$ cat config.mk
export PLATFORM = sky130hd
export DESIGN_NAME = hcl_loader
export DESIGN_NICKNAME = d
export VERILOG_FILES = /design/src/hcl_pkg.sv /design/src/hcl_rd_if.sv /design/src/hcl_loader.sv /design/src/hcl_spi_rd.sv
export SDC_FILE = /design/constraint.sdc
export NUM_CORES = 1
export LEC_CHECK = 0
export BUFFER_PORTS_ARGS = -buffer_cell sky130_fd_sc_hd__buf_2
export CAP_MARGIN = 20
export CORE_MARGIN = 2
export CORE_UTILIZATION = 59
export CTS_CLUSTER_SIZE = 14
export DETAILED_ROUTE_END_ITERATION = 12
export GPL_TIMING_DRIVEN = 0
export PLACE_DENSITY_LB_ADDON = 0.08
export SLEW_MARGIN = 20
export SYNTH_ARGS = -nofsm -noshare
export SYNTH_HDL_FRONTEND = slang
export SYNTH_HIERARCHICAL = 1
export SYNTH_SLANG_ARGS = --single-unit
$ cat constraint.sdc
create_clock -name ref_clk -period 6.6 [get_ports ref_clk]
set_input_delay 0.33 -clock ref_clk [delete_from_list [all_inputs] [get_ports ref_clk]]
set_output_delay 0.33 -clock ref_clk [all_outputs]
set_load 0.01 [all_outputs]
$ cat src/hcl_pkg.sv
// constants, types and field layout of the hub configuration loader
// Contract
// with no configuration memory present, use factory fuse settings.
// read memories with two-byte address or ninth bit inside instruction.
// an all-0xFF memory makes the hub enumerate as vendor class.
// a newly programmed image takes effect only after a power cycle.
// identity image: 0xD0, VID lo/hi, PID lo/hi, reserved, DID high.
// extended image: 0xD2, same identity bytes, then option bytes 7-12.
// byte 7 holds live/idle port fault filter times, default 0x88.
// byte 8 bits 7-4 usable ports, giving port count; default 0xFF.
// byte 8 bits 3-0 removable logical ports, reported as DeviceRemovable.
// logical ports number from 1 over usable physical ports only.
// byte 9 is bMaxPower in 2 mA; defaults 0x28 FS, 0x57 HS.
// byte 10 is bHubContrCurrent in mA; defaults 0x50 FS, 0xAE HS.
// byte 11 is bPwrOn2PwrGood in 2 ms units; default 0x32.
// byte 12 bit 7 lets type 0x00 pass; else only 0x29, others stall.
// byte 12 bit 6 compound flag goes to hub characteristics b2.
// byte 12 bit 5 restricts operation to full speed.
// byte 12 bit 4 turns lamps off and clears characteristics b7.
// byte 12 bit 2 ganged power, reflected in b4, b3, b1, b0; the loader drives only b3 and b0 from it.
// writer programs byte 12 bits 3, 1, 0 as zero.
// read memory once after reset from byte 0; signature picks layout.
// unknown signature, not blank, falls back to fuse configuration.
package hcl_pkg;
  localparam int          CLK_MHZ       = 100;
  localparam int          SPI_HALF_NS   = 80;
  localparam int          SPI_HALF_CYC  = (SPI_HALF_NS * CLK_MHZ + 999) / 1000;
  localparam int          SETTLE_CYC    = 8;
  localparam logic [7:0]  SIG_ID        = 8'hD0;
  localparam logic [7:0]  SIG_EXT       = 8'hD2;
  localparam logic [7:0]  BLANK_BYTE    = 8'hFF;
  localparam logic [7:0]  MEM_READ_CMD  = 8'h03;
  localparam logic [7:0]  HUB_DESC_TYPE = 8'h29;
  localparam logic [7:0]  ZERO_DESC     = 8'h00;
  localparam logic [3:0]  ID_LEN        = 4'h7;
  localparam logic [3:0]  EXT_LEN       = 4'hD;
  localparam logic [3:0]  JUNK_LEN      = 4'h2;
  localparam int          B_SIG         = 0;
  localparam int          B_VID_LO      = 1;
  localparam int          B_VID_HI      = 2;
  localparam int          B_PID_LO      = 3;
  localparam int          B_PID_HI      = 4;
  localparam int          B_DID_HI      = 6;
  localparam int          B_FILTER      = 7;
  localparam int          B_PORTS       = 8;
  localparam int          B_MAXP        = 9;
  localparam int          B_CTRLC       = 10;
  localparam int          B_PWRON       = 11;
  localparam int          B_OPTS        = 12;
  localparam logic [7:0]  DEF_FILTER    = 8'h88;
  localparam logic [7:0]  DEF_PORTS     = 8'hFF;
  localparam logic [7:0]  DEF_MAXP_FS   = 8'h28;
  localparam logic [7:0]  DEF_MAXP_HS   = 8'h57;
  localparam logic [7:0]  DEF_CTRLC_FS  = 8'h50;
  localparam logic [7:0]  DEF_CTRLC_HS  = 8'hAE;
  localparam logic [7:0]  DEF_PWRON     = 8'h32;
  localparam logic [7:0]  DEF_OPTS      = 8'h80;
  localparam int          OPT_ZERO_DESC = 7;
  localparam int          OPT_COMPOUND  = 6;
  localparam int          OPT_FS_ONLY   = 5;
  localparam int          OPT_NO_LAMPS  = 4;
  localparam int          OPT_GANGED    = 2;
  localparam logic [7:0]  OFS_CTRL      = 8'h00;
  localparam logic [7:0]  OFS_STATUS    = 8'h04;
  localparam logic [7:0]  OFS_IDS       = 8'h08;
  localparam logic [7:0]  OFS_FILT      = 8'h0C;
  localparam logic [7:0]  OFS_POWER     = 8'h10;
  localparam logic [7:0]  OFS_FLAGS     = 8'h14;
  localparam logic [1:0]  CTRL_RST      = 2'h2;
  localparam int          CTRL_HS       = 0;
  localparam int          CTRL_LAMPS    = 1;
  typedef enum logic [1:0] {SRC_FUSE, SRC_ID, SRC_EXT, SRC_BLANK} hcl_src_t;
endpackage : hcl_pkg

$ cat src/hcl_rd_if.sv
// byte stream link between the loader and the serial memory reader
`timescale 1ns/10ps
interface hcl_rd_if;
  logic       req;
  logic       two_byte;
  logic       last;
  logic       bvalid;
  logic [7:0] data;
  logic       busy;
  modport loader (output req, output two_byte, output last,
                  input bvalid, input data, input busy);
  modport reader (input req, input two_byte, input last,
                  output bvalid, output data, output busy);
endinterface : hcl_rd_if

$ cat src/hcl_loader.sv
// hub configuration loader top: image fetch, option decode, AHB-Lite registers
//
// Added by the designer: the AHB-Lite slave port and the address map.
`timescale 1ns/10ps
module hcl_loader #(
  parameter logic [15:0] FUSE_VID    = 16'h1234, // arbitrary
  parameter logic [15:0] FUSE_PID    = 16'h5678, // arbitrary
  parameter logic [7:0]  FUSE_DID_HI = 8'h01,    // arbitrary
  parameter int          NPORTS      = 4
) (
  input  wire logic               ref_clk,
  input  wire logic               rst,
  input  wire logic               hsel,
  input  wire logic [31:0]        haddr,
  input  wire logic [1:0]         htrans,
  input  wire logic               hwrite,
  input  wire logic [2:0]         hsize,
  input  wire logic [31:0]        hwdata,
  input  wire logic               hready,
  output logic                    hreadyout,
  output logic                    hresp,
  output logic [31:0]             hrdata,
  output logic                    spi_sck,
  output logic                    spi_cs_n,
  output logic                    spi_mosi,
  input  wire logic               spi_miso,
  input  wire logic               mem_present,
  input  wire logic               mem_two_byte,
  input  wire logic [7:0]         req_desc_type,
  output logic                    desc_type_stall,
  output logic                    load_done,
  output logic                    vendor_class,
  output logic [15:0]             id_vendor,
  output logic [15:0]             id_product,
  output logic [7:0]              device_rel_hi,
  output logic [3:0]              live_port_fault_filter,
  output logic [3:0]              idle_port_fault_filter,
  output logic [NPORTS-1:0]       usable_port_mask,
  output logic [2:0]              nbr_ports,
  output logic [NPORTS:0]         device_removable,
  output logic [NPORTS-1:0][2:0]  logical_port_num,
  output logic [7:0]              upstream_current_budget,
  output logic [7:0]              controller_current_draw,
  output logic [7:0]              port_power_settle_time,
  output logic [15:0]             hub_chars,
  output logic                    accept_zero_desc_type,
  output logic                    restrict_to_fs,
  output logic [NPORTS-1:0]       port_lamp_en
);
  typedef enum logic [1:0] {ST_SETTLE, ST_READ, ST_DONE} hcl_state_t;

  typedef struct packed {
    hcl_state_t        st;
    logic [3:0]        settle;
    logic [2:0][1:0]   strap_sync;
    logic              present_q;
    logic              two_byte_q;
    logic              req;
    logic [3:0]        idx;
    logic [3:0]        len;
    logic              all_ff;
    logic [12:0][7:0]  img;
    hcl_pkg::hcl_src_t src;
    logic [1:0]        ctrl;
    logic              dph;
    logic              dwr;
    logic [7:0]        daddr;
    logic [7:0]        filt;
    logic [7:0]        ports;
    logic [7:0]        maxp;
    logic [7:0]        ctrlc;
    logic [7:0]        pwron;
    logic [7:0]        opts;
  } hcl_st_t;

  hcl_st_t s_r;
  hcl_st_t s_nxt;
  hcl_rd_if rd ();

  logic [NPORTS:0][2:0] prefix;
  logic [7:0]  c_filt;
  logic [7:0]  c_ports;
  logic [7:0]  c_maxp;
  logic [7:0]  c_ctrlc;
  logic [7:0]  c_pwron;
  logic [7:0]  c_opts;
  logic        c_hs;
  logic        c_ids;
  logic [15:0] c_chars;
  logic [31:0] c_rd;

  hcl_spi_rd u_rd (
    .ref_clk  (ref_clk),
    .rst      (rst),
    .rd       (rd),
    .spi_sck  (spi_sck),
    .spi_cs_n (spi_cs_n),
    .spi_mosi (spi_mosi),
    .spi_miso (spi_miso)
  );

  assign rd.req      = s_r.req;
  assign rd.two_byte = s_r.two_byte_q;
  assign rd.last     = (s_r.idx + 4'h1) == s_r.len;

  // logical numbering counts usable ports below each physical port
  assign prefix[0] = 3'h0;
  for (genvar i = 0; i < NPORTS; i++)
  begin : g_port
    assign prefix[i+1] = prefix[i] + {2'b00, s_r.ports[4+i]};
    always_ff @(posedge ref_clk)
    begin
      if (rst)
      begin
        logical_port_num[i] <= 3'h0;
        device_removable[i+1] <= 1'b0;
        port_lamp_en[i] <= 1'b0;
      end
      else
      begin
        logical_port_num[i] <= s_r.ports[4+i] ? prefix[i] + 3'h1 : 3'h0;
        // hub descriptor sets a bit for a non-removable logical port
        device_removable[i+1] <= (3'(i) < prefix[NPORTS]) && !s_r.ports[i];
        port_lamp_en[i] <= s_r.ports[4+i] && s_r.ctrl[hcl_pkg::CTRL_LAMPS]
                           && !s_r.opts[hcl_pkg::OPT_NO_LAMPS];
      end
    end
  end

  always_comb
  begin
    c_ids = (s_r.src == hcl_pkg::SRC_ID) || (s_r.src == hcl_pkg::SRC_EXT);
    c_filt  = hcl_pkg::DEF_FILTER;
    c_ports = hcl_pkg::DEF_PORTS;
    c_opts  = hcl_pkg::DEF_OPTS;
    c_pwron = hcl_pkg::DEF_PWRON;
    if (s_r.src == hcl_pkg::SRC_EXT)
    begin
      c_filt  = s_r.img[hcl_pkg::B_FILTER];
      c_ports = s_r.img[hcl_pkg::B_PORTS];
      c_opts  = s_r.img[hcl_pkg::B_OPTS];
      c_pwron = s_r.img[hcl_pkg::B_PWRON];
    end
    c_hs = s_r.ctrl[hcl_pkg::CTRL_HS] && !c_opts[hcl_pkg::OPT_FS_ONLY];
    c_maxp  = c_hs ? hcl_pkg::DEF_MAXP_HS : hcl_pkg::DEF_MAXP_FS;
    c_ctrlc = c_hs ? hcl_pkg::DEF_CTRLC_HS : hcl_pkg::DEF_CTRLC_FS;
    if (s_r.src == hcl_pkg::SRC_EXT)
    begin
      c_maxp  = s_r.img[hcl_pkg::B_MAXP];
      c_ctrlc = s_r.img[hcl_pkg::B_CTRLC];
    end
    c_chars = 16'h0000;
    c_chars[7] = !s_r.opts[hcl_pkg::OPT_NO_LAMPS];
    c_chars[2] = s_r.opts[hcl_pkg::OPT_COMPOUND];
    c_chars[3] = !s_r.opts[hcl_pkg::OPT_GANGED];
    c_chars[0] = !s_r.opts[hcl_pkg::OPT_GANGED];
  end

  always_comb
  begin
    c_rd = 32'h0000_0000;
    case ({haddr[7:2], 2'b00})
      hcl_pkg::OFS_CTRL:   c_rd = {30'h0, s_nxt.ctrl};
      hcl_pkg::OFS_STATUS: c_rd = {24'h0, vendor_class, 1'b0, prefix[NPORTS],
                                   s_r.src, s_r.st == ST_DONE};
      hcl_pkg::OFS_IDS:    c_rd = {id_product, id_vendor};
      hcl_pkg::OFS_FILT:   c_rd = {16'h0, s_r.filt, device_rel_hi};
      hcl_pkg::OFS_POWER:  c_rd = {s_r.pwron, s_r.ctrlc, s_r.maxp, s_r.ports};
      hcl_pkg::OFS_FLAGS:  c_rd = {8'h0, c_chars, s_r.opts};
      default:             c_rd = 32'h0000_0000;
    endcase
  end

  always_comb
  begin
    s_nxt = s_r;
    s_nxt.req = 1'b0;
    s_nxt.strap_sync = {s_r.strap_sync[1:0], {mem_two_byte, mem_present}};
    for (int b = 0; b < 2; b++)
    begin
      if (s_r.strap_sync[1][b] == s_r.strap_sync[2][b])
      begin
        if (b == 0)
          s_nxt.present_q = s_r.strap_sync[2][0];
        else
          s_nxt.two_byte_q = s_r.strap_sync[2][1];
      end
    end
    case (s_r.st)
      ST_SETTLE:
      begin
        s_nxt.settle = s_r.settle + 4'h1;
        if (s_r.settle == 4'(hcl_pkg::SETTLE_CYC - 1))
        begin
          if (s_r.present_q)
          begin
            s_nxt.req = 1'b1;
            s_nxt.st = ST_READ;
          end
          else
            s_nxt.st = ST_DONE;
        end
      end
      ST_READ:
      begin
        if (rd.bvalid)
        begin
          s_nxt.img[s_r.idx] = rd.data;
          s_nxt.idx = s_r.idx + 4'h1;
          s_nxt.all_ff = s_r.all_ff && (rd.data == hcl_pkg::BLANK_BYTE);
          if (s_r.idx == 4'h0)
          begin
            // layout chosen from byte 0 before later bytes are used
            case (rd.data)
              hcl_pkg::SIG_ID:
              begin
                s_nxt.len = hcl_pkg::ID_LEN;
                s_nxt.src = hcl_pkg::SRC_ID;
              end
              hcl_pkg::SIG_EXT:
              begin
                s_nxt.len = hcl_pkg::EXT_LEN;
                s_nxt.src = hcl_pkg::SRC_EXT;
              end
              hcl_pkg::BLANK_BYTE: s_nxt.len = hcl_pkg::EXT_LEN;
              default:             s_nxt.len = hcl_pkg::JUNK_LEN;
            endcase
          end
          if (rd.last)
          begin
            s_nxt.st = ST_DONE;
            if (s_r.img[0] == hcl_pkg::BLANK_BYTE && s_r.idx != 4'h0)
              s_nxt.src = s_nxt.all_ff ? hcl_pkg::SRC_BLANK : hcl_pkg::SRC_FUSE;
          end
        end
      end
      ST_DONE:
        s_nxt.st = ST_DONE;
      default:
        s_nxt.st = ST_SETTLE;
    endcase
    s_nxt.filt  = c_filt;
    s_nxt.ports = c_ports;
    s_nxt.maxp  = c_maxp;
    s_nxt.ctrlc = c_ctrlc;
    s_nxt.pwron = c_pwron;
    s_nxt.opts  = c_opts;
    if (s_r.dph && s_r.dwr && s_r.daddr == hcl_pkg::OFS_CTRL)
      s_nxt.ctrl = hwdata[1:0];
    s_nxt.dph = 1'b0;
    if (hready)
    begin
      s_nxt.dph = hsel && htrans[1];
      s_nxt.dwr = hwrite;
      s_nxt.daddr = {haddr[7:2], 2'b00};
    end
  end

  always_ff @(posedge ref_clk)
  begin
    if (rst)
    begin
      s_r <= '{st: ST_SETTLE, len: hcl_pkg::EXT_LEN, all_ff: 1'b1, src: hcl_pkg::SRC_FUSE,
               ctrl: hcl_pkg::CTRL_RST, filt: hcl_pkg::DEF_FILTER,
               ports: hcl_pkg::DEF_PORTS, maxp: hcl_pkg::DEF_MAXP_FS,
               ctrlc: hcl_pkg::DEF_CTRLC_FS, pwron: hcl_pkg::DEF_PWRON,
               opts: hcl_pkg::DEF_OPTS, default: '0};
      hrdata <= 32'h0000_0000;
      desc_type_stall <= 1'b0;
      load_done <= 1'b0;
      vendor_class <= 1'b0;
      id_vendor <= FUSE_VID;
      id_product <= FUSE_PID;
      device_rel_hi <= FUSE_DID_HI;
      device_removable[0] <= 1'b0;
    end
    else
    begin
      s_r <= s_nxt;
      // read data is captured in the address phase for zero wait states
      if (hready && hsel && htrans[1] && !hwrite)
        hrdata <= c_rd;
      desc_type_stall <= !(req_desc_type == hcl_pkg::HUB_DESC_TYPE ||
                           (req_desc_type == hcl_pkg::ZERO_DESC &&
                            s_r.opts[hcl_pkg::OPT_ZERO_DESC]));
      load_done <= s_r.st == ST_DONE;
      // class stays frozen after the load; only a new reset re-reads
      vendor_class <= s_r.src == hcl_pkg::SRC_BLANK;
      id_vendor <= c_ids ? {s_r.img[hcl_pkg::B_VID_HI], s_r.img[hcl_pkg::B_VID_LO]}
                         : FUSE_VID;
      id_product <= c_ids ? {s_r.img[hcl_pkg::B_PID_HI], s_r.img[hcl_pkg::B_PID_LO]}
                          : FUSE_PID;
      device_rel_hi <= c_ids ? s_r.img[hcl_pkg::B_DID_HI] : FUSE_DID_HI;
      device_removable[0] <= 1'b0;
    end
  end

  assign hreadyout = 1'b1;
  assign hresp     = 1'b0;
  assign live_port_fault_filter  = s_r.filt[7:4];
  assign idle_port_fault_filter  = s_r.filt[3:0];
  assign usable_port_mask        = s_r.ports[7:4];
  assign nbr_ports               = prefix[NPORTS];
  assign upstream_current_budget = s_r.maxp;
  assign controller_current_draw = s_r.ctrlc;
  assign port_power_settle_time  = s_r.pwron;
  assign hub_chars               = c_chars;
  assign accept_zero_desc_type   = s_r.opts[hcl_pkg::OPT_ZERO_DESC];
  assign restrict_to_fs          = s_r.opts[hcl_pkg::OPT_FS_ONLY];
endmodule : hcl_loader

$ cat src/hcl_spi_rd.sv
// serial memory reader: read command from address 0, then streams bytes
`timescale 1ns/10ps
module hcl_spi_rd (
  input  wire logic  ref_clk,
  input  wire logic  rst,
  hcl_rd_if.reader   rd,
  output logic       spi_sck,
  output logic       spi_cs_n,
  output logic       spi_mosi,
  input  wire logic  spi_miso
);
  typedef struct packed {
    logic       active;
    logic       in_hdr;
    logic [1:0] hdr_left;
    logic [7:0] div;
    logic       sck;
    logic       cs_n;
    logic [7:0] sh_out;
    logic [7:0] sh_in;
    logic [2:0] bitn;
    logic       bvalid;
    logic [7:0] data;
    logic [2:0] miso_sync;
    logic       miso_q;
  } hcl_rd_st_t;

  hcl_rd_st_t s_r;
  hcl_rd_st_t s_nxt;

  always_comb
  begin
    s_nxt = s_r;
    s_nxt.bvalid = 1'b0;
    s_nxt.miso_sync = {s_r.miso_sync[1:0], spi_miso};
    if (s_r.miso_sync[1] == s_r.miso_sync[2])
      s_nxt.miso_q = s_r.miso_sync[2];
    if (!s_r.active)
    begin
      s_nxt.sck = 1'b0;
      s_nxt.cs_n = 1'b1;
      if (rd.req)
      begin
        s_nxt.active = 1'b1;
        s_nxt.cs_n = 1'b0;
        s_nxt.in_hdr = 1'b1;
        s_nxt.div = 8'h00;
        s_nxt.bitn = 3'h0;
        // address 0: ninth bit is zero; two-byte parts take a plain command
        s_nxt.sh_out = hcl_pkg::MEM_READ_CMD;
        s_nxt.hdr_left = rd.two_byte ? 2'h2 : 2'h1;
      end
    end
    else if (s_r.div == 8'(hcl_pkg::SPI_HALF_CYC - 1))
    begin
      s_nxt.div = 8'h00;
      if (!s_r.sck)
        s_nxt.sck = 1'b1;
      else
      begin
        // sample on the falling tick: the synchroniser delay is covered
        s_nxt.sck = 1'b0;
        s_nxt.sh_in = {s_r.sh_in[6:0], s_r.miso_q};
        s_nxt.sh_out = {s_r.sh_out[6:0], 1'b0};
        s_nxt.bitn = s_r.bitn + 3'h1;
        if (s_r.bitn == 3'h7)
        begin
          s_nxt.sh_out = 8'h00;
          if (s_r.in_hdr)
          begin
            if (s_r.hdr_left == 2'h0)
              s_nxt.in_hdr = 1'b0;
            else
              s_nxt.hdr_left = s_r.hdr_left - 2'h1;
          end
          else
          begin
            s_nxt.bvalid = 1'b1;
            s_nxt.data = {s_r.sh_in[6:0], s_r.miso_q};
            if (rd.last)
            begin
              s_nxt.active = 1'b0;
              s_nxt.cs_n = 1'b1;
            end
          end
        end
      end
    end
    else
      s_nxt.div = s_r.div + 8'h01;
  end

  always_ff @(posedge ref_clk)
  begin
    if (rst)
      s_r <= '{cs_n: 1'b1, default: '0};
    else
      s_r <= s_nxt;
  end

  assign spi_sck   = s_r.sck;
  assign spi_cs_n  = s_r.cs_n;
  assign spi_mosi  = s_r.sh_out[7];
  assign rd.bvalid = s_r.bvalid;
  assign rd.data   = s_r.data;
  assign rd.busy   = s_r.active;
endmodule : hcl_spi_rd
=== Word-level counts from Yosys, hierarchy flattened ===
Cells that the tools add are included.

* $add $sub $neg: 11
* $lt $le $gt $ge: 6
* Equal/unequal tests: 32
* Mux-type cells: 47
* Bitwise logic cells: 13
* Reductions and logical operators: 61

{| class="wikitable"
|+ Operators by type and width
! kind !! count
|-
| one-hot mux 32 bit (6 select lines) || 1
|-
| bitwise mux 104 bit || 1
|-
| two-way mux 8 bit || 5
|-
| two-way mux 9 bit || 4
|-
| demux 8 bit (select 4 bit) || 1
|-
| equality test 8 bit (second input constant) || 4
|-
| two-way mux 30 bit || 1
|-
| two-way mux 29 bit || 1
|-
| logical AND 1 bit || 23
|-
| two-way mux 2 bit || 11
|-
| two-way mux 22 bit || 1
|-
| != test 2 bit (second input constant) || 9
|-
| zero test 8 bit || 2
|-
| OR reduction 2 bit || 8
|-
| NOT 1 bit || 13
|-
| equality test 6 x 2 -> 1 bit (second input constant) || 2
|-
| equality test 6 x 3 -> 1 bit (second input constant) || 2
|-
| two-way mux 12 bit || 1
|-
| two-way mux 4 bit || 3
|-
| AND reduction 3 bit || 4
|-
| AND reduction 5 bit || 2
|-
| zero test 1 bit || 9
|-
| two-way mux 1 bit || 9
|-
| two-way mux 3 bit || 3
|-
| other kinds (39) || 50
|}

* Bits in registers: 329
* Bits of input ports: 85
* Output and inout port bits: 158

=== Logic depth before layout (Yosys ltp) ===
Gate-level depths: netlist (run 1).

* Word-level depth: 8
* Mapped depth: 8

=== Hierarchy ===
Netlist (run 1), hierarchy kept.

{| class="wikitable"
|+ Modules (own cells, without submodules)
! module !! instances !! cells each !! area each (sq um)
|-
| hcl_loader || 1 || 1033 || 10263.6
|-
| hcl_spi_rd || 1 || 222 || 1928.1
|}

=== Worst setup path after synthesis (run 1) ===
OpenSTA, ideal clock, no wires.

* Kind: register -> register
* Start: register s_r[171] (netlist name)
* End: register u_rd.s_r (netlist bit u_rd/spi_cs_n)
* Setup time: 0.134 ns
* Arrival: 2.193 ns
* Data required time: 6.466 ns
* Slack: 4.273 ns
* Cell stages (with the launch flop): 8
* Buffers on the path: 0
* Path through: dfxtp_1 ha_1 xnor2_1 mux2i_1 nor3b_1 nand3_1 o311a_1 or4_1

* Word-level cells in the longest chain between the ends: 4

{| class="wikitable"
|+ RTL lines
! item !! line !! text
|-
| start: declaration || hcl_loader.sv:76 || <nowiki>hcl_st_t s_r;</nowiki>
|-
| start signal: assignment || hcl_loader.sv:263 || <nowiki>s_r <= '{st: ST_SETTLE, len: hcl_pkg::EXT_LEN, all_ff: 1'b1, src: hcl_pkg::SRC_FUSE,</nowiki>
|-
| start signal: assignment || hcl_loader.sv:279 || <nowiki>s_r <= s_nxt;</nowiki>
|-
| adder 4 x 1 -> 4 bit || hcl_loader.sv:104 || <nowiki>assign rd.last = (s_r.idx + 4'h1) == s_r.len;</nowiki>
|-
| equality test 4 bit || hcl_loader.sv:104 ||
|-
| net rd.last || hcl_rd_if.sv:6 || <nowiki>logic last;</nowiki>
|-
| != test 2 bit (no source line) || -- ||
|-
| AND reduction 5 bit (no source line) || -- ||
|-
| end signal: assignment || hcl_spi_rd.sv:98 || <nowiki>s_r <= s_nxt;</nowiki>
|-
| end: declaration || hcl_spi_rd.sv:28 || <nowiki>hcl_rd_st_t s_r;</nowiki>
|}

The timed path passes the listed nets, and every way through them passes these cells.
A chain may end at the register's enable or synchronous reset.

=== Worst setup path after layout (run 1) ===
* Start: register s_r (netlist bit usable_port_mask[0])
* End: output port nbr_ports[1]

* Word-level cells in the longest chain between the ends: 3

{| class="wikitable"
|+ RTL lines
! item !! line !! text
|-
| adder 1 x 1 -> 2 bit || hcl_loader.sv:110 || <nowiki>assign prefix[i+1] = prefix[i] + {2'b00, s_r.ports[4+i]};</nowiki>
|-
| adder 2 x 1 -> 3 bit || hcl_loader.sv:110 ||
|-
| adder 3 x 1 -> 3 bit || hcl_loader.sv:110 ||
|-
| end: declaration || hcl_loader.sv:39 || <nowiki>output logic [2:0] nbr_ports,</nowiki>
|}

Every way passes these cells.

==> results of run 1 <==
-- what timing repair did --
action | in CTS | in global routing
hold endpoints to repair | 4 | 0
hold buffers | 4 | 0
endpoints found under the setup margin | 0 | 0
-- cells in the mapped netlist, drive strengths merged (2+ instances only) --
cell / n
a21o: 7
nor2: 148
o21a: 2
buf: 81
dfxtp: 316
nand2: 103
nand4b: 2
nand4: 6
or2: 3
a22oi: 5
ha: 20
a21oi: 77
nand3: 26
conb: 2
or4: 7
a31oi: 5
a222oi: 16
o21bai: 2
nor4b: 4
and2: 49
o211ai: 4
mux2i: 101
a22o: 27
nand2b: 29
a221oi: 3
o21ai: 42
nand4bb: 2
nor3b: 7
clkbuf: 53
inv: 26
xnor2: 4
xor2: 6
nor3: 16
a211oi: 2
nor2b: 14
fa: 3
nand3b: 3
mux2: 3
or3: 20
-- critical path, stage by stage (launching register included) --
cell	delay, ps
dfxtp_1	510
inv_1	150
ha_1	360
ha_1	250
fa_1	630
buf_2	170
-- per-layer routing --
layer  vias up  GRT usage (%)  wire length, um
li1       4624              -                -
met1      4563           36.7            13400
met2       381           46.5            14700
met3        75           3.33             2130
met4         0           10.2             1130
met5         -              0                0
-- registers in the layout, summed over array words and instances (netlist names), 2 cells and up --
name                     cells
id_vendor                   16
upstream_current_budget      8
device_rel_hi                8
u_rd/rd.data                 8
s_r                        134
s_nxt                        4
port_power_settle_time       8
controller_current_draw      8
id_product                  16
u_rd/s_nxt                   2
hrdata                      32
idle_port_fault_filter       4
device_removable             4
u_rd/s_r                    30
logical_port_num             9
usable_port_mask             4
live_port_fault_filter       4
port_lamp_en                 4
-- metrics by stage --
stage	hold WS [ps]	cell area, um^2	power, mW
2_1_floorplan	397	12300	2.23
3_3_place_gp	418	13400	2.35
3_5_place_dp	421	13400	2.36
4_1_cts	47.1	14400	4.05
5_1_grt	62.8	14400	4.16
6_report	56.7	14400	4.04
-- final cells by class --
cell class | instances | area, um^2
clock buffers | 48 | 940
inverters | 26 | 97.6
fillers | 1584 | 5790
multi-input cells | 795 | 5030
clock inverters | 6 | 57.6
well taps | 270 | 338
flip-flops and latches | 316 | 6330
repair buffers | 167 | 856
plain buffers | 134 | 800
-- power groups by stage --
stage	logic [mW]	registers, mW	clock network (mW)
floorplan	0.179	2.05	0
global placement	0.308	2.05	0
detailed placement	0.312	2.05	0
CTS	0.318	2.01	1.73
global route	0.348	2.01	1.80
finish	0.318	2.01	1.72
-- cell families (layout without fill, tap and decap cells) --
logic type | count (synthesis) | in the layout | synth area share, %
DFF | 316 | 316 | 51.9
buffers and inverters | 160 | 381 | 7.36
AOI/OAI and AO/OA | 198 | 198 | 10.5
adders and majority gates | 23 | 23 | 2.55
muxes | 104 | 104 | 8.57
other | 2 | 18 | 0.0616
xor gates and xnor gates | 10 | 10 | 0.718
and+or+nand+nor | 442 | 442 | 18.3
-- path summary, 6_finish.rpt --
kind | from | endpoint | slack (ps) | cells past startpoint
max reg2reg | s_r[171]$_SDFFE_PP0P_ | u_rd/spi_cs_n$_SDFFE_PP1P_ | 3800 | 7
min reg2reg | s_r[128]$_SDFFE_PP0P_ | s_r[34]$_SDFF_PP1_ | 440 | 1
min | hwdata[1] | s_r[59]$_SDFF_PP1_ | 60 | 3
max | usable_port_mask[0]$_SDFF_PP1_ | nbr_ports[1] | 3660 | 5
==> metrics.txt, run 1 <==
status=finished, final reports clean; Die Ht=148 um; Finished Core Util=71.4%; VDD IR max=0.193 mV; post-CTS setup buffer count=0; TritonCTS clock tree=built; Detail Route Antenna Nets=0; leakage=6.04 nW; biggest area consumer among synthesized cells=dfxtp_1; Flop pwr share=49.6%; overall via count from detail_route=9643; RSZ-0062 raised after global routing=no; Area contributors post-synth=dfxtp_1 52%, mux2i_1 8.3%, nor2_1 4.3%, buf_4 4.1%, nand2_1 3.2%; row cnt=52; Initial Util=60.3%; Resize count post-CTS=0; fmax=340 MHz; number of flops mapped to enable cells by yosys=0; Clock Tree Buf Depth=3; Die W=148 um; post-DP HPWL=22.3 mm; Final #Nets=1578; CP required=6270 ps; initial antenna violation count=0; maximum fanout along the worst path=6; crit start category=flop; Core ar.=20200 um^2; DR vias/cell=5.47; Root Driver=clkbuf_16; Placer Congestion=0.886; critical path class=reg -> out; layout cells sized above 1=21.2%; DRT Pass-1 Iters=6; Buffers on Ports=163; final worst setup slack=3660 ps; largest net degree at the start of global routing=15; syn_area_per_cell=9.71 um^2; Final Hold Fails=0; ys flop type=dfxtp_1; crit share post-route=44.5%; post-synth top area share=51.9%; Max-Cap Viols=0; per-cell routed wire length=17.8 um; GRT overflow=0; Synth warnings=6; setup TNS=0 ps; Synth cell types=68; Diodes inserted=0; first-pass GRT wire length=47.7 mm; NetSw=0.941 mW; Global Route Usage Sum=27.6%; Worst Skew=10.1 ps; FF+latch count, synth=316; CTS buffer count=30; IO Count=243; Post-Syn Area=12200 um^2; CP Capture Type=primary output; Tmin final=2940 ps; Worst Hold Class=in -> reg; Final Max Tran Viols=0; vias in the first global route=8959; Finished Layout Cells=1762; post-synthesis cell count=1255; initial drt markers=664; post-synthesis sequential area ratio=51.9%; CTS Sinks=316; asr flop ratio synth=0%; Worst-Skew Late Latency=540 ps; setup violators final=0; Worst Setup Slack post-DPL=3860 ps; H-tree depth=1; Gate power share=7.9%; Routed WL=31.4 mm; worst path arrival time=2610 ps; Rel. slew slack=42.9%; Reg clk slew, reported paths=60 ps; Clock power frac=42.5%; synthesis-to-finish area growth=18.5%; Pwr Density=280 nW/um^2; Inst Count DP=1704; most common cell after layout, fill and taps aside=dfxtp_1; Die ar.=21800 um^2; cell internal pwr=3.10 mW; sw frac=23.3%; Slew @ Worst Pin=857 ps; DRC errors left=0; most frequent cells in the layout=316 x dfxtp_1, 172 x buf_2, 140 x nor2_1, 103 x nand2_1, 101 x mux2i_1
No activity file was read; power rests on OpenSTA's default activity.
==> run 2: changes to the inputs <==
--- a/config.mk
+++ b/config.mk
@@ -8,7 +8,7 @@
 export BUFFER_PORTS_ARGS = -buffer_cell sky130_fd_sc_hd__buf_2
 export CAP_MARGIN = 20
 export CORE_MARGIN = 2
-export CORE_UTILIZATION = 59
+export CORE_UTILIZATION = 49
 export CTS_CLUSTER_SIZE = 14
 export DETAILED_ROUTE_END_ITERATION = 12
 export GPL_TIMING_DRIVEN = 0
==> constraint.sdc (replaced) <==
create_clock -name ref_clk -period 2.44 [get_ports ref_clk]
set_input_delay 0.122 -clock ref_clk [delete_from_list [all_inputs] [get_ports ref_clk]]
set_output_delay 0.122 -clock ref_clk [all_outputs]
set_load 0.01 [all_outputs]
==> run 2 against run 1 <==
  * Register-to-register slack worse by 3800 ps
  * Highest routed layer unchanged
  * Worst hold slack better by 68 ps
  * Critical path type is now reg -> reg
  * Clock skew decreased by 4.8 ps
==> metrics.txt, run 2 (synthesized netlist as in run 1, its figures left out) <==
status=finished, final reports clean; Finished Core Util=61.2%; Rel. slew slack=43.7%; Pwr Density=775 nW/um^2; initial antenna violation count=0; worst path arrival time=2780 ps; TritonCTS clock tree=built; initial drt markers=916; CTS buffer count=34; CP required=2820 ps; critical path class=reg -> reg; CP Buf/Inv Count=0; setup violators final=0; NetSw=2.65 mW; Non-Filler Cell Area, Final=14900 um^2; Finished Layout Cells=1845; IO Count=243; Slew @ Worst Pin=845 ps; crit share post-route=98.5%; Hold Worst Slack=124 ps; first-pass GRT wire length=50.0 mm; DRT Pass-1 Iters=9; Reg clk slew, reported paths=60 ps; layout cells sized above 1=22.2%; maximum fanout along the worst path=7; Gate power share=8.0%; CTS Sinks=316; overall via count from detail_route=9588; Initial Util=50.0%; Die W=162 um; fmax=416 MHz; Placer Congestion=0.851; CP max stage cell=or4_1; Tmin final=2400 ps; synthesis-to-finish area growth=22.5%; Clock Tree Buf Depth=3; crit start category=flop; post-DP HPWL=23.2 mm; Final Hold Fails=0; Final Max Tran Viols=0; GRT overflow=0; DRC errors left=0; vias in the first global route=8921; most flop-heavy register=s_r; Diodes inserted=0; DR vias/cell=5.20; Die Ht=162 um; family with the most delay on the worst path=simple AND/OR/NAND/NOR gates; VDD IR max=0.474 mV; row cnt=57; Clock power frac=45.0%; Flop pwr share=46.9%; Detail Route Antenna Nets=0; cell internal pwr=8.93 mW; sw frac=22.9%; Max-Cap Viols=0; Routed WL=32.8 mm; Largest regs=s_r (134), hrdata (32), u_rd/s_r (30); per-cell routed wire length=17.8 um; Worst Hold Class=in -> reg; Worst Skew=5.28 ps; crit-path cells=ha_2 -> xnor2_2 -> mux2i_2 -> nor3b_4 -> nand3_1 -> o311a_1 -> or4_1; DP Area=13500 um^2; most frequent cells in the layout=311 x dfxtp_1, 172 x buf_2, 140 x nor2_1, 103 x nand2_1, 100 x mux2i_1; Worst-Skew Late Latency=500 ps; leakage=6.20 nW; Global Route Usage Sum=24.5%; largest net degree at the start of global routing=14; CP peak stage delay=460 ps; Core ar.=24400 um^2; H-tree depth=2; Die ar.=26200 um^2; Inst Count DP=1758; Buffers on Ports=163; Largest register FFs=134; CP Capture Type=flop; most common cell after layout, fill and taps aside=dfxtp_1; Final #Nets=1605; Root Driver=clkbuf_16
run 2: cell count changes in the layout (fill, tap and decap cells not counted), sizes merged:
cell / change
bufinv: +1
clkinv: -1
dlygate4sd3: +18
clkbuf: +6
buf: +5
run 2: per-layer routing:
| metal | wire, um | global-route usage [%] | vias up |
|---|---|---|---|
| li1 | - | - | 4685 |
| met1 | 14300 | 32.8 | 4470 |
| met2 | 15200 | 40.4 | 374 |
| met3 | 2270 | 3.58 | 59 |
| met4 | 945 | 8.93 | 0 |
| met5 | 0 | 0 | - |
run 2: stage by stage:
stage	worst slack (ps)	TNS (ps)	total power, mW
final	35.6	0	11.6
after global placement	-329	-630	6.39
after detailed placement	-327	-338	6.40
after CTS	9.22	0	11.6
after floorplan	113	0	6.03
after global routing	-22.6	-27.9	12.0
run 2: path summary, 6_finish.rpt:
kind,slack [ps],to,start,cells after the start
worst min-delay path,120,port_power_settle_time[5]$_SDFF_PP1_,rst,3
worst max-delay path,40,u_rd/spi_cs_n$_SDFFE_PP1P_,s_r[171]$_SDFFE_PP0P_,7
worst min register to register,430,usable_port_mask[1]$_SDFF_PP1_,s_r[131]$_SDFFE_PP0P_,1
worst max register to register,40,u_rd/spi_cs_n$_SDFFE_PP1P_,s_r[171]$_SDFFE_PP0P_,7
run 2: repair_timing:
action,in CTS,in global routing
setup endpoints to repair,14,2
hold endpoints to repair,14,0
hold buffers,22,0
setup buffers,3,2
gates cloned,0,0
pin swaps,2,1
resized for setup,10,6
run 2: power groups by stage:
| stage | Clock [mW] | Sequential, mW | Combinational (mW) |
|---|---|---|---|
| 2_1_floorplan | 0 | 5.55 | 0.484 |
| 3_3_place_gp | 0 | 5.54 | 0.852 |
| 3_5_place_dp | 0 | 5.54 | 0.861 |
| 4_1_cts | 5.30 | 5.43 | 0.916 |
| 5_1_grt | 5.53 | 5.45 | 1.01 |
| 6_report | 5.21 | 5.43 | 0.927 |
run 2: area by class of cell:
class                   count  area, um^2
clock buffers              54        1070
fillers                  2102        9460
well taps                 324         405
multi-input cells         795        5060
inverters                  26        97.6
clock inverters             6        82.6
repair buffers            190        1070
plain buffers             134         800
flip-flops and latches    316        6340
run 2: worst register-to-register path: cells and delay by family, from the launching register on:
family	cells	cell delay, ps
AND/OR/NAND/NOR	3	880
flip-flops	1	400
multiplexers	1	340
AO/OA/AOI/OAI	1	290
adder cells (fa/ha/maj)	1	240
XOR/XNOR	1	140
==> run 3: changes to the inputs <==
--- a/config.mk
+++ b/config.mk
@@ -7,11 +7,9 @@
 export LEC_CHECK = 0
 export BUFFER_PORTS_ARGS = -buffer_cell sky130_fd_sc_hd__buf_2
 export CAP_MARGIN = 20
-export CORE_MARGIN = 2
 export CORE_UTILIZATION = 49
 export CTS_CLUSTER_SIZE = 14
 export DETAILED_ROUTE_END_ITERATION = 12
-export GPL_TIMING_DRIVEN = 0
 export PLACE_DENSITY_LB_ADDON = 0.08
 export SLEW_MARGIN = 20
 export SYNTH_ARGS = -nofsm -noshare
==> run 3 against run 2 <==
  * Highest routed layer unchanged
  * Cell area is 4.0% lower
  * Sequential cell count is the same
  * Critical path depth is 3 lower
  * Clock power is 10% lower
  * Power fell by 5.6%
  * Register-to-register slack better by 140 ps
  * Largest cell class unchanged
  * Global-route usage decreased by 2.5 points
==> metrics.txt, run 3 (synthesized netlist as in run 1, its figures left out) <==
status=finished, final reports clean; largest net degree at the start of global routing=77; Final Hold Fails=0; Largest regs=s_r (134), hrdata (32), u_rd/s_r (30); CP Capture Type=primary output; Global Route Usage Sum=21.9%; r2r endpoint=u_rd/spi_cs_n$_SDFFE_PP1P_; initial antenna violation count=0; critical path class=reg -> out; most common cell after layout, fill and taps aside=dfxtp_1; CTS Sinks=316; Core ar.=24400 um^2; DRC errors left=0; VDD IR max=0.485 mV; crit share post-route=97.3%; maximum fanout along the worst path=6; Reg clk slew, reported paths=60 ps; TritonCTS clock tree=built; Detail Route Antenna Nets=0; H-tree depth=1; worst path arrival time=2250 ps; worst hold endpoint=s_r[157]$_SDFFE_PP0P_; layout cells sized above 1=20.5%; Tmin final=2380 ps; Fill cells=2226; Buffers on Ports=164; Finished Layout Cells=1748; synthesis-to-finish area growth=17.5%; final worst setup slack=64.8 ps; Die ar.=25500 um^2; Pwr Density=762 nW/um^2; R2R Path Start=s_r[172]$_SDFFE_PP0P_; DR vias/cell=5.16; per-cell routed wire length=16.2 um; overall via count from detail_route=9027; Largest register FFs=134; post-DP HPWL=19.0 mm; row cnt=57; Initial Util=50.0%; Clock Tree Buf Depth=3; setup violators final=0; vias in the first global route=8518; setup TNS=0 ps; first-pass GRT wire length=45.6 mm; Hold Worst Slack=18.4 ps; most flop-heavy register=s_r; Worst Hold Class=in -> reg; power consumption=10.9 mW; DRT Pass-1 Iters=8; IO Count=243; Placer Congestion=0.819; Routed WL=28.4 mm; Rel. slew slack=29.3%; R2R depth=7; CTS buffer count=31; Final Max Tran Viols=0; reg-to-reg setup timing slack=180 ps; Worst Skew=20.5 ps; Slew @ Worst Pin=1060 ps; fmax=421 MHz; Die Ht=160 um; Root Driver=clkbuf_16; Worst Setup Slack post-DPL=140 ps; Diodes inserted=0; RSZ-0062 raised after global routing=yes; hold path start=rst; Worst-Skew Late Latency=560 ps; most frequent cells in the layout=314 x dfxtp_1, 163 x buf_2, 140 x nor2_1, 103 x nand2_1, 101 x mux2i_1; Final #Nets=1512; CP required=2320 ps; GRT overflow=0; Max-Cap Viols=0; Inst Count DP=1671; crit start category=flop; Die W=160 um; Worst Hold Path Cells=2; initial drt markers=689; leakage=5.89 nW
==> run 3: cell count changes in the layout (fill, tap and decap cells not counted), sizes merged <==
cell and change:
buf -37, inv +1, clkinv +1, clkbuf -63, clkinvlp +1
==> run 3: how the worst max path moves through the flow <==
stage,start,to,slack (ps),cells after the start
2_1_floorplan,s_r[171]$_SDFFE_PP0P_,u_rd/spi_cs_n$_SDFFE_PP1P_,110,7
3_5_place_dp,usable_port_mask[0]$_SDFF_PP1_,hrdata[4]$_SDFFE_PP0P_,140,7
3_3_place_gp,s_r[172]$_SDFFE_PP0P_,u_rd/spi_cs_n$_SDFFE_PP1P_,170,7
5_1_grt,usable_port_mask[1]$_SDFF_PP1_,nbr_ports[1],-4,4
4_1_cts,usable_port_mask[0]$_SDFF_PP1_,nbr_ports[1],10,5
6_report,usable_port_mask[1]$_SDFF_PP1_,nbr_ports[1],60,4
==> run 3: cell type report <==
cell class | count | area, um^2 | share of cell area (%)
Clock buffer | 44 | 895 | 6.24
Clock inverter | 9 | 104 | 0.725
Inverter | 26 | 97.6 | 0.681
Tap cell | 324 | 405 | 2.83
Timing Repair Buffer | 234 | 1450 | 10.1
Multi-Input combinational cell | 795 | 5050 | 35.2
Sequential cell | 316 | 6330 | 44.2
==> run 3: worst max-delay path, cell delays in order (launching register included) <==
cell and delay (ps):
dfxtp_4 360, fa_1 480, ha_2 200, fa_2 540, buf_2 130
==> run 3: what timing repair did <==
item,CTS,global route
setup buffers,2,0
pin swaps,2,0
hold endpoints to repair,14,0
setup endpoints to repair,2,2
hold buffers,22,0
gates resized for setup,3,5
==> run 3: where the power goes <==
group | leakage [nW] | total [mW] | internal, mW | switching, mW
registers | 2.56 | 5.42 | 5.32 | 0.102
logic | 2.84 | 0.826 | 0.335 | 0.491
clock network | 0.488 | 4.67 | 2.74 | 1.93
total | 5.89 | 10.9 | 8.39 | 2.53
==> run 3: metal layers <==
metal / share of wire (%) / up-vias / track usage (%) / wire [um]
li1: - / 4484 / - / -
met1: 47 / 4273 / 30.4 / 13200
met2: 47 / 238 / 36.3 / 13300
met3: 5.1 / 32 / 3.19 / 1450
met4: 1.4 / 0 / 4.46 / 395
met5: 0 / - / 0 / 0
==> run 3: metrics by stage <==
step,area (um^2),util (%)
6_report,14300,58.8
3_3_place_gp,13100,53.6
4_1_cts,14300,58.7
5_1_grt,14300,58.8
2_1_floorplan,12300,-
3_5_place_dp,13100,53.6
